`src/adm_pkg.sv`:
```
// Package for the shared address/data pin multiplexer
package adm_pkg;
	// ****************************************
	// Widths and field positions
	// ****************************************
	localparam int PIN_W = 16;
	localparam int ADDR_W = 24;
	localparam int BYTE_W = 8;
	localparam int FLAG_EN_BIT = 20;
	localparam int CTRL_W = 32;
	localparam logic [CTRL_W-1:0] CTRL_RESET = 32'h0000_0000;
	// ****************************************
	// Timing counts, in clk_sys cycles
	// ****************************************
	localparam int ALE_CYCLES = 2;
	localparam int STROBE_CYCLES = 2;
	localparam int HOLD_CYCLES = 1;
	localparam logic [1:0] CNT_ONE = 2'h1;
	localparam logic [1:0] CNT_ZERO = 2'h0;
	localparam logic [1:0] ALE_CNT = 2'h2;
	localparam logic [1:0] STROBE_CNT = 2'h2;
	localparam logic [1:0] HOLD_CNT = 2'h1;

	typedef enum logic {
		ADM_W8,
		ADM_W16
	} adm_width_t;

	// One transfer request from the core side
	typedef struct packed {
		logic write;
		logic [ADDR_W-1:0] addr;
		logic [PIN_W-1:0] data;
	} adm_req_t;

	// Pin bundle driven out of the device
	typedef struct packed {
		logic [PIN_W-1:0] ad_out;
		logic [PIN_W-1:0] ad_oe_n;
		logic ale;
		logic rd_n;
		logic wr_n;
	} adm_pins_t;
endpackage : adm_pkg

```
`src/adm_mux.sv`:
```
// Shared address/data pin multiplexer with flag-line takeover
// Operation
// - Flag mode needs control bit 20, port disabled
// - Pins 0-7 carry flags 8-15, pins 8-15 flags 0-7
// - 8-bit ALE phase: A15-8 low, A23-16 high
// - 8-bit data phase: D7-0 low, A7-0 high
// - 16-bit ALE phase: A7-0 low, A15-8 high
// - 16-bit data phase: D15-0 on all pins
// - Read, write, ALE strobes always driven
module adm_mux (
	input wire logic clk_sys,
	input wire logic sys_rst,
	input wire logic [adm_pkg::CTRL_W-1:0] system_control_reg,
	input wire logic port_enable,
	input wire logic port_width_setting,
	input wire logic req_valid,
	output logic req_ready,
	input wire adm_pkg::adm_req_t req,
	output logic rd_valid,
	output logic [adm_pkg::PIN_W-1:0] rd_data,
	input wire logic [adm_pkg::PIN_W-1:0] general_io_out,
	input wire logic [adm_pkg::PIN_W-1:0] general_io_oe_n,
	output logic [adm_pkg::PIN_W-1:0] general_io_lines,
	input wire logic [adm_pkg::PIN_W-1:0] shared_addr_data_pins_in,
	output logic [adm_pkg::PIN_W-1:0] shared_addr_data_pins_out,
	output logic [adm_pkg::PIN_W-1:0] shared_addr_data_pins_oe_n,
	output logic ale,
	output logic rd_n,
	output logic wr_n
);
	localparam int REQ_W = $bits(adm_pkg::adm_req_t);
	localparam int B = adm_pkg::BYTE_W;

	typedef enum logic [1:0] {
		ADM_IDLE,
		ADM_ADDR,
		ADM_STROBE,
		ADM_HOLD
	} adm_state_t;

	// ****************************************
	// Pin input synchronisers
	// ****************************************
	logic [adm_pkg::PIN_W-1:0] pin_meta_reg;
	logic [adm_pkg::PIN_W-1:0] pin_sync_reg;
	always_ff @(posedge clk_sys) begin
		pin_meta_reg <= shared_addr_data_pins_in;
		pin_sync_reg <= pin_meta_reg;
	end

	// ****************************************
	// Request buffer
	// ****************************************
	logic buf_valid;
	logic buf_ready;
	logic [REQ_W-1:0] buf_bits;
	adm_skid #(.W(REQ_W)) u_skid (
		.clk_sys(clk_sys),
		.sys_rst(sys_rst),
		.in_valid(req_valid),
		.in_ready(req_ready),
		.in_data(req),
		.out_valid(buf_valid),
		.out_ready(buf_ready),
		.out_data(buf_bits)
	);
	adm_pkg::adm_req_t head;
	assign head = adm_pkg::adm_req_t'(buf_bits);

	// ****************************************
	// Mode decode
	// ****************************************
	logic flag_mode_reg;
	logic flag_mode_next;
	wire flag_req = system_control_reg[adm_pkg::FLAG_EN_BIT] && !port_enable;

	adm_state_t state_reg;
	adm_state_t state_next;
	logic [1:0] cnt_reg;
	logic [1:0] cnt_next;
	adm_pkg::adm_req_t cur_reg;
	adm_pkg::adm_req_t cur_next;
	adm_pkg::adm_width_t width_reg;
	adm_pkg::adm_width_t width_next;

	// Mode switches only while idle so a cycle never loses its pins mid-way
	wire idle = (state_reg == ADM_IDLE);
	assign flag_mode_next = idle ? flag_req : flag_mode_reg;
	assign buf_ready = idle && !flag_mode_reg && port_enable && !flag_req;
	wire take = buf_valid && buf_ready;
	wire cnt_done = (cnt_reg == adm_pkg::CNT_ONE);

	always_comb begin
		state_next = state_reg;
		cnt_next = cnt_reg;
		cur_next = cur_reg;
		width_next = width_reg;
		unique case (state_reg)
			ADM_IDLE: begin
				if (take) begin
					state_next = ADM_ADDR;
					cnt_next = adm_pkg::ALE_CNT;
					cur_next = head;
					width_next = port_width_setting ? adm_pkg::ADM_W16 : adm_pkg::ADM_W8;
				end
			end
			ADM_ADDR: begin
				cnt_next = cnt_reg - adm_pkg::CNT_ONE;
				if (cnt_done) begin
					state_next = ADM_STROBE;
					cnt_next = adm_pkg::STROBE_CNT;
				end
			end
			ADM_STROBE: begin
				cnt_next = cnt_reg - adm_pkg::CNT_ONE;
				if (cnt_done) begin
					state_next = ADM_HOLD;
					cnt_next = adm_pkg::HOLD_CNT;
				end
			end
			ADM_HOLD: begin
				cnt_next = cnt_reg - adm_pkg::CNT_ONE;
				if (cnt_done) begin
					state_next = ADM_IDLE;
					cnt_next = adm_pkg::CNT_ZERO;
				end
			end
		endcase
	end

	// ****************************************
	// Pin value selection
	// ****************************************
	wire is16 = (width_next == adm_pkg::ADM_W16);
	wire [adm_pkg::ADDR_W-1:0] a = cur_next.addr;
	wire [adm_pkg::PIN_W-1:0] d = cur_next.data;
	wire [adm_pkg::PIN_W-1:0] addr_word = is16 ? {a[15:8], a[7:0]}
		: {a[23:16], a[15:8]};
	wire [adm_pkg::PIN_W-1:0] data_word = is16 ? d
		: {a[7:0], d[7:0]};
	wire ph_addr = (state_next == ADM_ADDR);
	wire ph_data = (state_next == ADM_STROBE) || (state_next == ADM_HOLD);
	wire wr_cyc = cur_next.write;

	// Flag k sits on pin k+8 (mod 16), both directions
	logic [adm_pkg::PIN_W-1:0] flag_out_map;
	logic [adm_pkg::PIN_W-1:0] flag_oe_map;
	logic [adm_pkg::PIN_W-1:0] flag_in_map;
	for (genvar i = 0; i < adm_pkg::PIN_W; i++) begin : g_map
		localparam int J = (i + B) % adm_pkg::PIN_W;
		assign flag_out_map[i] = general_io_out[J];
		assign flag_oe_map[i] = general_io_oe_n[J];
		assign flag_in_map[J] = pin_sync_reg[i];
	end

	// Data byte 1 is an address byte in 8-bit mode, so it stays driven on reads
	wire [adm_pkg::PIN_W-1:0] rd_oe_n = is16 ? {adm_pkg::PIN_W{1'b1}}
		: {{B{1'b0}}, {B{1'b1}}};
	wire [adm_pkg::PIN_W-1:0] pins_out_next = flag_mode_next ? flag_out_map
		: ph_addr ? addr_word
		: ph_data ? data_word
		: '0;
	wire [adm_pkg::PIN_W-1:0] pins_oe_next = flag_mode_next ? flag_oe_map
		: ph_addr ? '0
		: (ph_data && wr_cyc) ? '0
		: (ph_data && !wr_cyc) ? rd_oe_n
		: '1;
	wire strobe_next = (state_next == ADM_STROBE);
	// The pins reach pin_sync_reg two edges late, so the read word is taken in hold
	wire sample = (state_reg == ADM_HOLD) && cnt_done && !cur_reg.write;
	wire [adm_pkg::PIN_W-1:0] rd_word = (width_reg == adm_pkg::ADM_W16) ? pin_sync_reg
		: {{B{1'b0}}, pin_sync_reg[7:0]};

	// ****************************************
	// Registers
	// ****************************************
	always_ff @(posedge clk_sys) begin
		if (sys_rst) begin
			state_reg <= ADM_IDLE;
			cnt_reg <= adm_pkg::CNT_ZERO;
			cur_reg <= '0;
			width_reg <= adm_pkg::ADM_W8;
			flag_mode_reg <= 1'b0;
		end else begin
			state_reg <= state_next;
			cnt_reg <= cnt_next;
			cur_reg <= cur_next;
			width_reg <= width_next;
			flag_mode_reg <= flag_mode_next;
		end
	end

	// ****************************************
	// Pin and strobe outputs
	// ****************************************
	// Strobes are plain outputs with no enable, never floated
	always_ff @(posedge clk_sys) begin
		if (sys_rst) begin
			shared_addr_data_pins_out <= '0;
			shared_addr_data_pins_oe_n <= '1;
			ale <= 1'b0;
			rd_n <= 1'b1;
			wr_n <= 1'b1;
		end else begin
			shared_addr_data_pins_out <= pins_out_next;
			shared_addr_data_pins_oe_n <= pins_oe_next;
			ale <= ph_addr;
			rd_n <= !(strobe_next && !wr_cyc);
			wr_n <= !(strobe_next && wr_cyc);
		end
	end

	always_ff @(posedge clk_sys) begin
		if (sys_rst) begin
			rd_valid <= 1'b0;
			rd_data <= '0;
			general_io_lines <= '0;
		end else begin
			rd_valid <= sample;
			if (sample) rd_data <= rd_word;
			general_io_lines <= flag_in_map;
		end
	end
endmodule : adm_mux

```
`src/adm_skid.sv`:
```
// Two-entry buffer with valid and ready on both sides
module adm_skid #(
	parameter int W = 8
) (
	input wire logic clk_sys,
	input wire logic sys_rst,
	input wire logic in_valid,
	output logic in_ready,
	input wire logic [W-1:0] in_data,
	output logic out_valid,
	input wire logic out_ready,
	output logic [W-1:0] out_data
);
	logic [W-1:0] mem_reg [2];
	logic wr_ptr_reg;
	logic rd_ptr_reg;
	logic [1:0] count_reg;
	logic [1:0] count_next;
	logic in_ready_reg;
	wire push = in_valid && in_ready;
	wire pop = out_valid && out_ready;

	// Ready comes from a flop so the request port sees no combinational path
	assign count_next = count_reg + {1'b0, push} - {1'b0, pop};
	assign in_ready = in_ready_reg;
	assign out_valid = (count_reg != 2'h0);
	assign out_data = mem_reg[rd_ptr_reg];

	always_ff @(posedge clk_sys) begin
		if (push) begin
			mem_reg[wr_ptr_reg] <= in_data;
		end
	end

	always_ff @(posedge clk_sys) begin
		if (sys_rst) begin
			wr_ptr_reg <= 1'b0;
			rd_ptr_reg <= 1'b0;
			count_reg <= 2'h0;
			in_ready_reg <= 1'b1;
		end else begin
			if (push) wr_ptr_reg <= ~wr_ptr_reg;
			if (pop) rd_ptr_reg <= ~rd_ptr_reg;
			count_reg <= count_next;
			in_ready_reg <= (count_next != 2'h2);
		end
	end
endmodule : adm_skid

```
`config.mk`:
```
export PLATFORM = sky130hd
export DESIGN_NAME = adm_mux
export DESIGN_NICKNAME = d
export VERILOG_FILES = /design/src/adm_pkg.sv /design/src/adm_mux.sv /design/src/adm_skid.sv
export SDC_FILE = /design/constraint.sdc
export NUM_CORES = 1
export LEC_CHECK = 0
export ABC_AREA = 1
export BUFFER_PORTS_ARGS = -buffer_cell sky130_fd_sc_hd__buf_2
export CAP_MARGIN = 20
export CORE_MARGIN = 2
export CORE_UTILIZATION = 35
export CTS_CLUSTER_DIAMETER = 30
export DETAILED_ROUTE_END_ITERATION = 7
export HOLD_SLACK_MARGIN = 0.03
export PLACE_DENSITY = 0.63
export SLEW_MARGIN = 25
export SYNTH_ARGS = -nofsm -noshare
export SYNTH_HDL_FRONTEND = slang
export SYNTH_SLANG_ARGS = --single-unit
```
`constraint.sdc`:
```
create_clock -name clk_sys -period 4.2 [get_ports clk_sys]
set_clock_uncertainty 0.2 [all_clocks]
set_input_delay 0.42 -clock clk_sys [delete_from_list [all_inputs] [get_ports clk_sys]]
set_output_delay 0.42 -clock clk_sys [all_outputs]
set_load 0.02 [all_outputs]
```
==> results of run 1 <==
kinds of logic after synthesis:
kind of cell / synth area share (%)
AO/OA/AOI/OAI: 5.92
flip-flops: 64.2
XOR/XNOR: 0.204
adder cells (fa/ha/maj): 0.727
AND/OR/NAND/NOR: 20.9
buffers and inverters: 7.97
cell type report:
type	instances	area, sq um
fill	2240	12000
sequential	235	5530
timing repair buffer	255	1710
inverter	134	503
clock inverter	22	218
antenna	1	2.50
tap	324	405
clock buffer	69	1470
multi-input combinational	534	2400
critical path: stages (launching register included):
cell     delay [ns]
dfxtp_1        0.34
nor2_2         0.13
buf_4          0.34
nor2_1         0.12
a31oi_4        0.14
buf_4          0.32
inv_2          0.29
o21ai_2        0.24
nand3_2        0.21
nand2_1        0.14
repair_timing:
item                                    4_1_cts  5_1_grt
hold endpoints to repair                    124        0
hold buffers                                 83        0
endpoints found under the setup margin        0        0
layout by cell type, fill, tap and decap left out, types with 33 or more instances in the layout:
cell           count
nand2_1          273
buf_2            163
dfxtp_1          153
inv_1            129
nor2_1            84
dlygate4sd3_1     83
edfxtp_1          82
nand3_1           69
clkbuf_16         53
o21ai_0           33
per-stage QoR:
step	area (sq um)	hold slack (ns)	util [%]	total power, mW	std cells
CTS	12200	0.0304	50.5	8.86	1573
global route	12200	0.0602	50.5	9.29	1573
finish	12200	0.0467	50.5	8.78	1574
detailed placement	9720	0.112	40.1	4.97	1399
global placement	9720	0.111	40.1	4.93	1399
floorplan	8600	0.110	-	4.39	944
power breakdown:
part	internal, mW	switching, mW	leakage (nW)
registers	2.80	0.115	2.03
clock network	2.61	1.18	0.839
logic	0.634	1.45	2.86
total	6.04	2.74	5.73
how the worst max path moves through the flow:
stage                     from                             end  slack [ns]  cells after the start
3_5_place_dp       port_enable    shared_addr_data_pins_out[9]        1.48                     11
4_1_cts           state_reg[0]  shared_addr_data_pins_oe_n[12]        1.65                      9
3_3_place_gp       port_enable    shared_addr_data_pins_out[9]        1.52                     11
5_1_grt           state_reg[0]  shared_addr_data_pins_oe_n[10]        1.42                      9
6_report          state_reg[0]  shared_addr_data_pins_oe_n[10]        1.65                      9
2_1_floorplan  u_skid.in_ready            u_skid.mem_reg[1][0]        1.25                      2
per-layer routing:
metal / wire [um] / up-vias / global-route usage, %
met2: 10200 / 213 / 28.3
li1: - / 3510 / -
met5: 12 / - / 0
met4: 710 / 2 / 7.31
met1: 9340 / 3164 / 20.1
met3: 1180 / 48 / 3.43
==> metrics, run 1 <==
CTS sink cnt 235; GRT Residual Overflow 0; largest net degree at the start of global routing 77; Most used DFF post-synth dfxtp_1; initial core utilization 35.5%; Clk pin slew, worst setup/hold paths 0.05 ns; nets@finish 1340; Largest register FFs 82; row cnt 57; CP Data Required Time 4.45 ns; Setup WS post-layout 1.65 ns; share of flip-flops with an asynchronous set or reset 0%; Post-Syn Area 0.00860 sq mm; hpwl dp 13500 um; final hold violation count 0; initial antenna violation count 2; yosys warns 0; depth of the CTS H-tree 2; Critical R2R Capture shared_addr_data_pins_oe_n[10]; die span in x 161 um; Post-synth EDFFs 82; DRT Wirelength 21400 um; max cap viols 0; Synth top cells by count 273 x nand2_1, 153 x dfxtp_1, 129 x inv_1; worst skew pair latency 0.53 ns; register area share after synthesis 64.2%; worst r2r src state_reg[0]; Via density 4.41; Least-Margin Pin Slew 0.877 ns; Min-Delay Endpoint shared_addr_data_pins_out[11]; GP Congestion 0.803; post-synth cell types 35; CP startpoint kind register; flops & latches, synth 235; input/output buffers 163; outcome completed; WL per Instance 13.6 um; Vias 6937; HP Class input port to register; share of cells above drive strength 1 21.9%; Pins Over Slew Limit 0; critical path arrival 2.80 ns; Setup-failing EPs final 0; Pleak 5.73 nW; top-count cell post-synth nand2_1; CTS tree built; GRT Total Usage 16.5%; slew margin rel. 41.4%; Worst Setup End Kind register; vias in the first global route 6853; crit path kind register to register; Resized cells post-CTS 0; DRC 0; Layout area overhead 42.3%; total CTS buffers 49; DIE AREA 0.0258 sq mm; CP max FO 30; first-pass GRT wire length 34000 um; Final Critical Period 2.55 ns; Clock Path Buffers 3; Power Dens Cells 717 mW/mm^2; Die Height 161 um; cell taking the most area after synthesis dfxtp_1; Mapped Cells 944; largest cells by area after synthesis dfxtp_1 36%, edfxtp_1 29%, nand2_1 12%; 1st-iter DRT viols 493; Setup Buffers After CTS 0; # IOs 195; Antenna Nets Post-Route 0; Setup WS pre-CTS 1.48 ns; unrepaired setup endpoints after global routing no; First-pass DRT Iterations 5; Post-Syn Area per Cell 9.11 sq um; Tcrit/Tclk final 60.7%; final setup TNS 0 ns; Syn Nets 1075; reg2reg path depth 9; Hold Path Origin general_io_out[3]; core area 0.0242 sq mm; Achievable Freq 392 MHz; hold depth 5; worst IR drop on VDD 0.360 mV; Clock Root Buffer clkbuf_16; setup slack, reg-to-reg 1.65 ns; Yosys top cell area share 35.6%
Power figures use the tool's default switching activity.
==> inputs of run 2 (changes only) <==
Clock period 4.2 ns to 2.6 ns, I/O delays scaled along.
==> run 2 against run 1 <==
Against the previous run: core utilization up 0.28 points; clock power up 56%; combinational power up 67%; routed wire length up 1.5%; critical path type unchanged; critical endpoint is now shared_addr_data_pins_out[14].
==> metrics, run 2 (same netlist as run 1, synthesis figures left out) <==
first-pass GRT wire length 34700 um (+2.2%); core area 0.0242 sq mm (unchanged); 1st-iter DRT viols 500 (+1.4%); row cnt 57 (unchanged); Setup-failing EPs final 0 (unchanged); CP startpoint kind register; Layout area overhead 43.1%; Tcrit/Tclk final 94.3% (+34 points); critical path arrival 2.71 ns (-0.09 ns); vias in the first global route 6856 (+0.044%); Cell Chain, Critical Path nor2_2 -> buf_6 -> nor2_1 -> a31oi_4 -> buf_4 -> nor2_1 -> nor2_1 -> dlygate4sd3_1 -> nand2_1 -> inv_1; outcome completed; Top cell by count, worst path nor2_1; crit-path leading delay family buffers and inverters; slew margin rel. 55.1% (+14 points); CP max-delay cell dlygate4sd3_1; Largest register FFs 82 (unchanged); hpwl dp 13600 um (+0.90%); most common cell after layout, fill and taps aside nand2_1; Pleak 5.76 nW (+0.46%); Die Height 161 um (unchanged); DIE AREA 0.0258 sq mm (unchanged); initial core utilization 35.5% (unchanged); crit path kind register to register; Least-Margin Pin Slew 0.671 ns (-0.206 ns); area of the multi-input gates 0.00240 sq mm (unchanged); nets@finish 1352 (+0.90%); Clk pin slew, worst setup/hold paths 0.05 ns (about the same); CTS tree built; area occupied by registers 0.00553 sq mm (unchanged); Power Dens Cells 1140 mW/mm^2 (+59%); largest net degree at the start of global routing 70 (-9.1%); Worst Setup End Kind register; First-pass DRT Iterations 5 (unchanged); Clock Path Buffers 3 (unchanged); depth of the CTS H-tree 2 (unchanged); most frequent cells in the layout 273 x nand2_1, 163 x buf_2, 153 x dfxtp_1, 129 x inv_1, 91 x dlygate4sd3_1; Pins Over Slew Limit 0 (unchanged); worst IR drop on VDD 0.757 mV (+110%); Achievable Freq 408 MHz (+4.0%); CP max FO 30 (unchanged); Setup WS pre-CTS 0.365 ns (-1.11 ns); Clock Root Buffer clkbuf_16; CP peak stage delay 0.55 ns (+0.21 ns); # IOs 195 (unchanged); Via density 4.38 (-0.73%); GP Congestion 0.801 (-0.30%); Setup Buffers After CTS 0 (unchanged); CP Data Required Time 2.86 ns (-1.59 ns); share of cells above drive strength 1 21.6% (-0.36 points); max cap viols 0 (unchanged); Vias 6917 (-0.29%); Buf+Inv Stages, Crit Path 4 (+1); CTS sink cnt 235 (unchanged); Antenna Nets Post-Route 0 (unchanged); unrepaired setup endpoints after global routing no; Final Critical Period 2.45 ns (-0.0987 ns); initial antenna violation count 1 (-1); input/output buffers 163 (unchanged); HP Class input port to register; Setup WS post-layout 0.148 ns (-1.50 ns); die span in x 161 um (unchanged); GRT Residual Overflow 0 (unchanged); final setup TNS 0 ns (unchanged); final hold violation count 0 (unchanged); worst skew pair latency 0.54 ns (about the same); Fillers 2171 (-3.1%); total CTS buffers 45 (-8.2%); WL per Instance 13.8 um (+1.1%); GRT Total Usage 16.8% (+0.34 points); DRC 0 (unchanged); DRT Wirelength 21800 um (+1.5%)
-- run 2: cell types whose count changed in the layout (fill, tap and decap cells not counted), moves of 2 or more --
cell	previous run	this run
bufinv_16	3	6
clkinv_2	10	6
clkbuf_16	53	47
inv_16	0	2
inv_6	0	3
clkbuf_8	8	3
inv_4	3	1
clkinv_1	2	7
dlygate4sd3_1	83	91
buf_12	0	3
buf_4	9	13
clkbuf_1	8	5
-- run 2: per-stage QoR --
stage               hold WS [ns]  cell area (sq um)  power (mW)  util (%)  instances
global placement           0.110               9820        8.05      40.5       1407
global route              0.0993              12300        14.8      50.7       1580
CTS                       0.0602              12300        14.2      50.7       1580
floorplan                 0.0877               8610        7.08         -        944
finish                    0.0650              12300        14.1      50.8       1581
detailed placement         0.114               9820        8.12      40.5       1407
-- run 2: final cells by class --
type                            count  share of cell area [%]
Sequential cell                   235                    44.9
Multi-Input combinational cell    534                    19.5
Timing Repair Buffer              271                    15.4
Clock buffer                       55                    10.0
Inverter                          134                    4.09
Tap cell                          324                    3.29
Clock inverter                     27                    2.72
Antenna cell                        1                  0.0203
-- run 2: where the power goes --
group / internal [mW] / switching, mW
registers: 4.52 / 0.187
clock network: 3.99 / 1.89
logic: 1.12 / 2.36
-- run 2: repair_timing --
| item | 4_1_cts | 5_1_grt |
|---|---|---|
| hold buffers | 91 | 0 |
| endpoints found under the setup margin | 0 | 1 |
| endpoints found under the hold margin | 138 | 0 |
| gates resized for setup | 0 | 1 |
-- run 2: path summary, 6_finish.rpt --
check / slack (ns) / depth (start not counted) / from / to
max: 0.15 / 10 / state_reg[1] / shared_addr_data_pins_out[14]
min reg2reg: 0.11 / 0 / pin_meta_reg[14] / pin_sync_reg[14]
min: 0.06 / 6 / port_enable / cur_reg[37]
max reg2reg: 0.15 / 10 / state_reg[1] / shared_addr_data_pins_out[14]
-- run 2: worst min-delay path: cells and delay by family --
kind                   cells  cell delay [ns]
buffers and inverters      1             0.11
and+or+nand+nor            5             0.38
-- run 2: metal layers --
| metal | vias to the layer above | GRT usage (%) | wire length, um |
|---|---|---|---|
| li1 | 3535 | - | - |
| met1 | 3125 | 21.1 | 9550 |
| met2 | 213 | 29.0 | 10500 |
| met3 | 44 | 3.10 | 1070 |
| met4 | 0 | 6.57 | 635 |
| met5 | - | 0 | 0 |
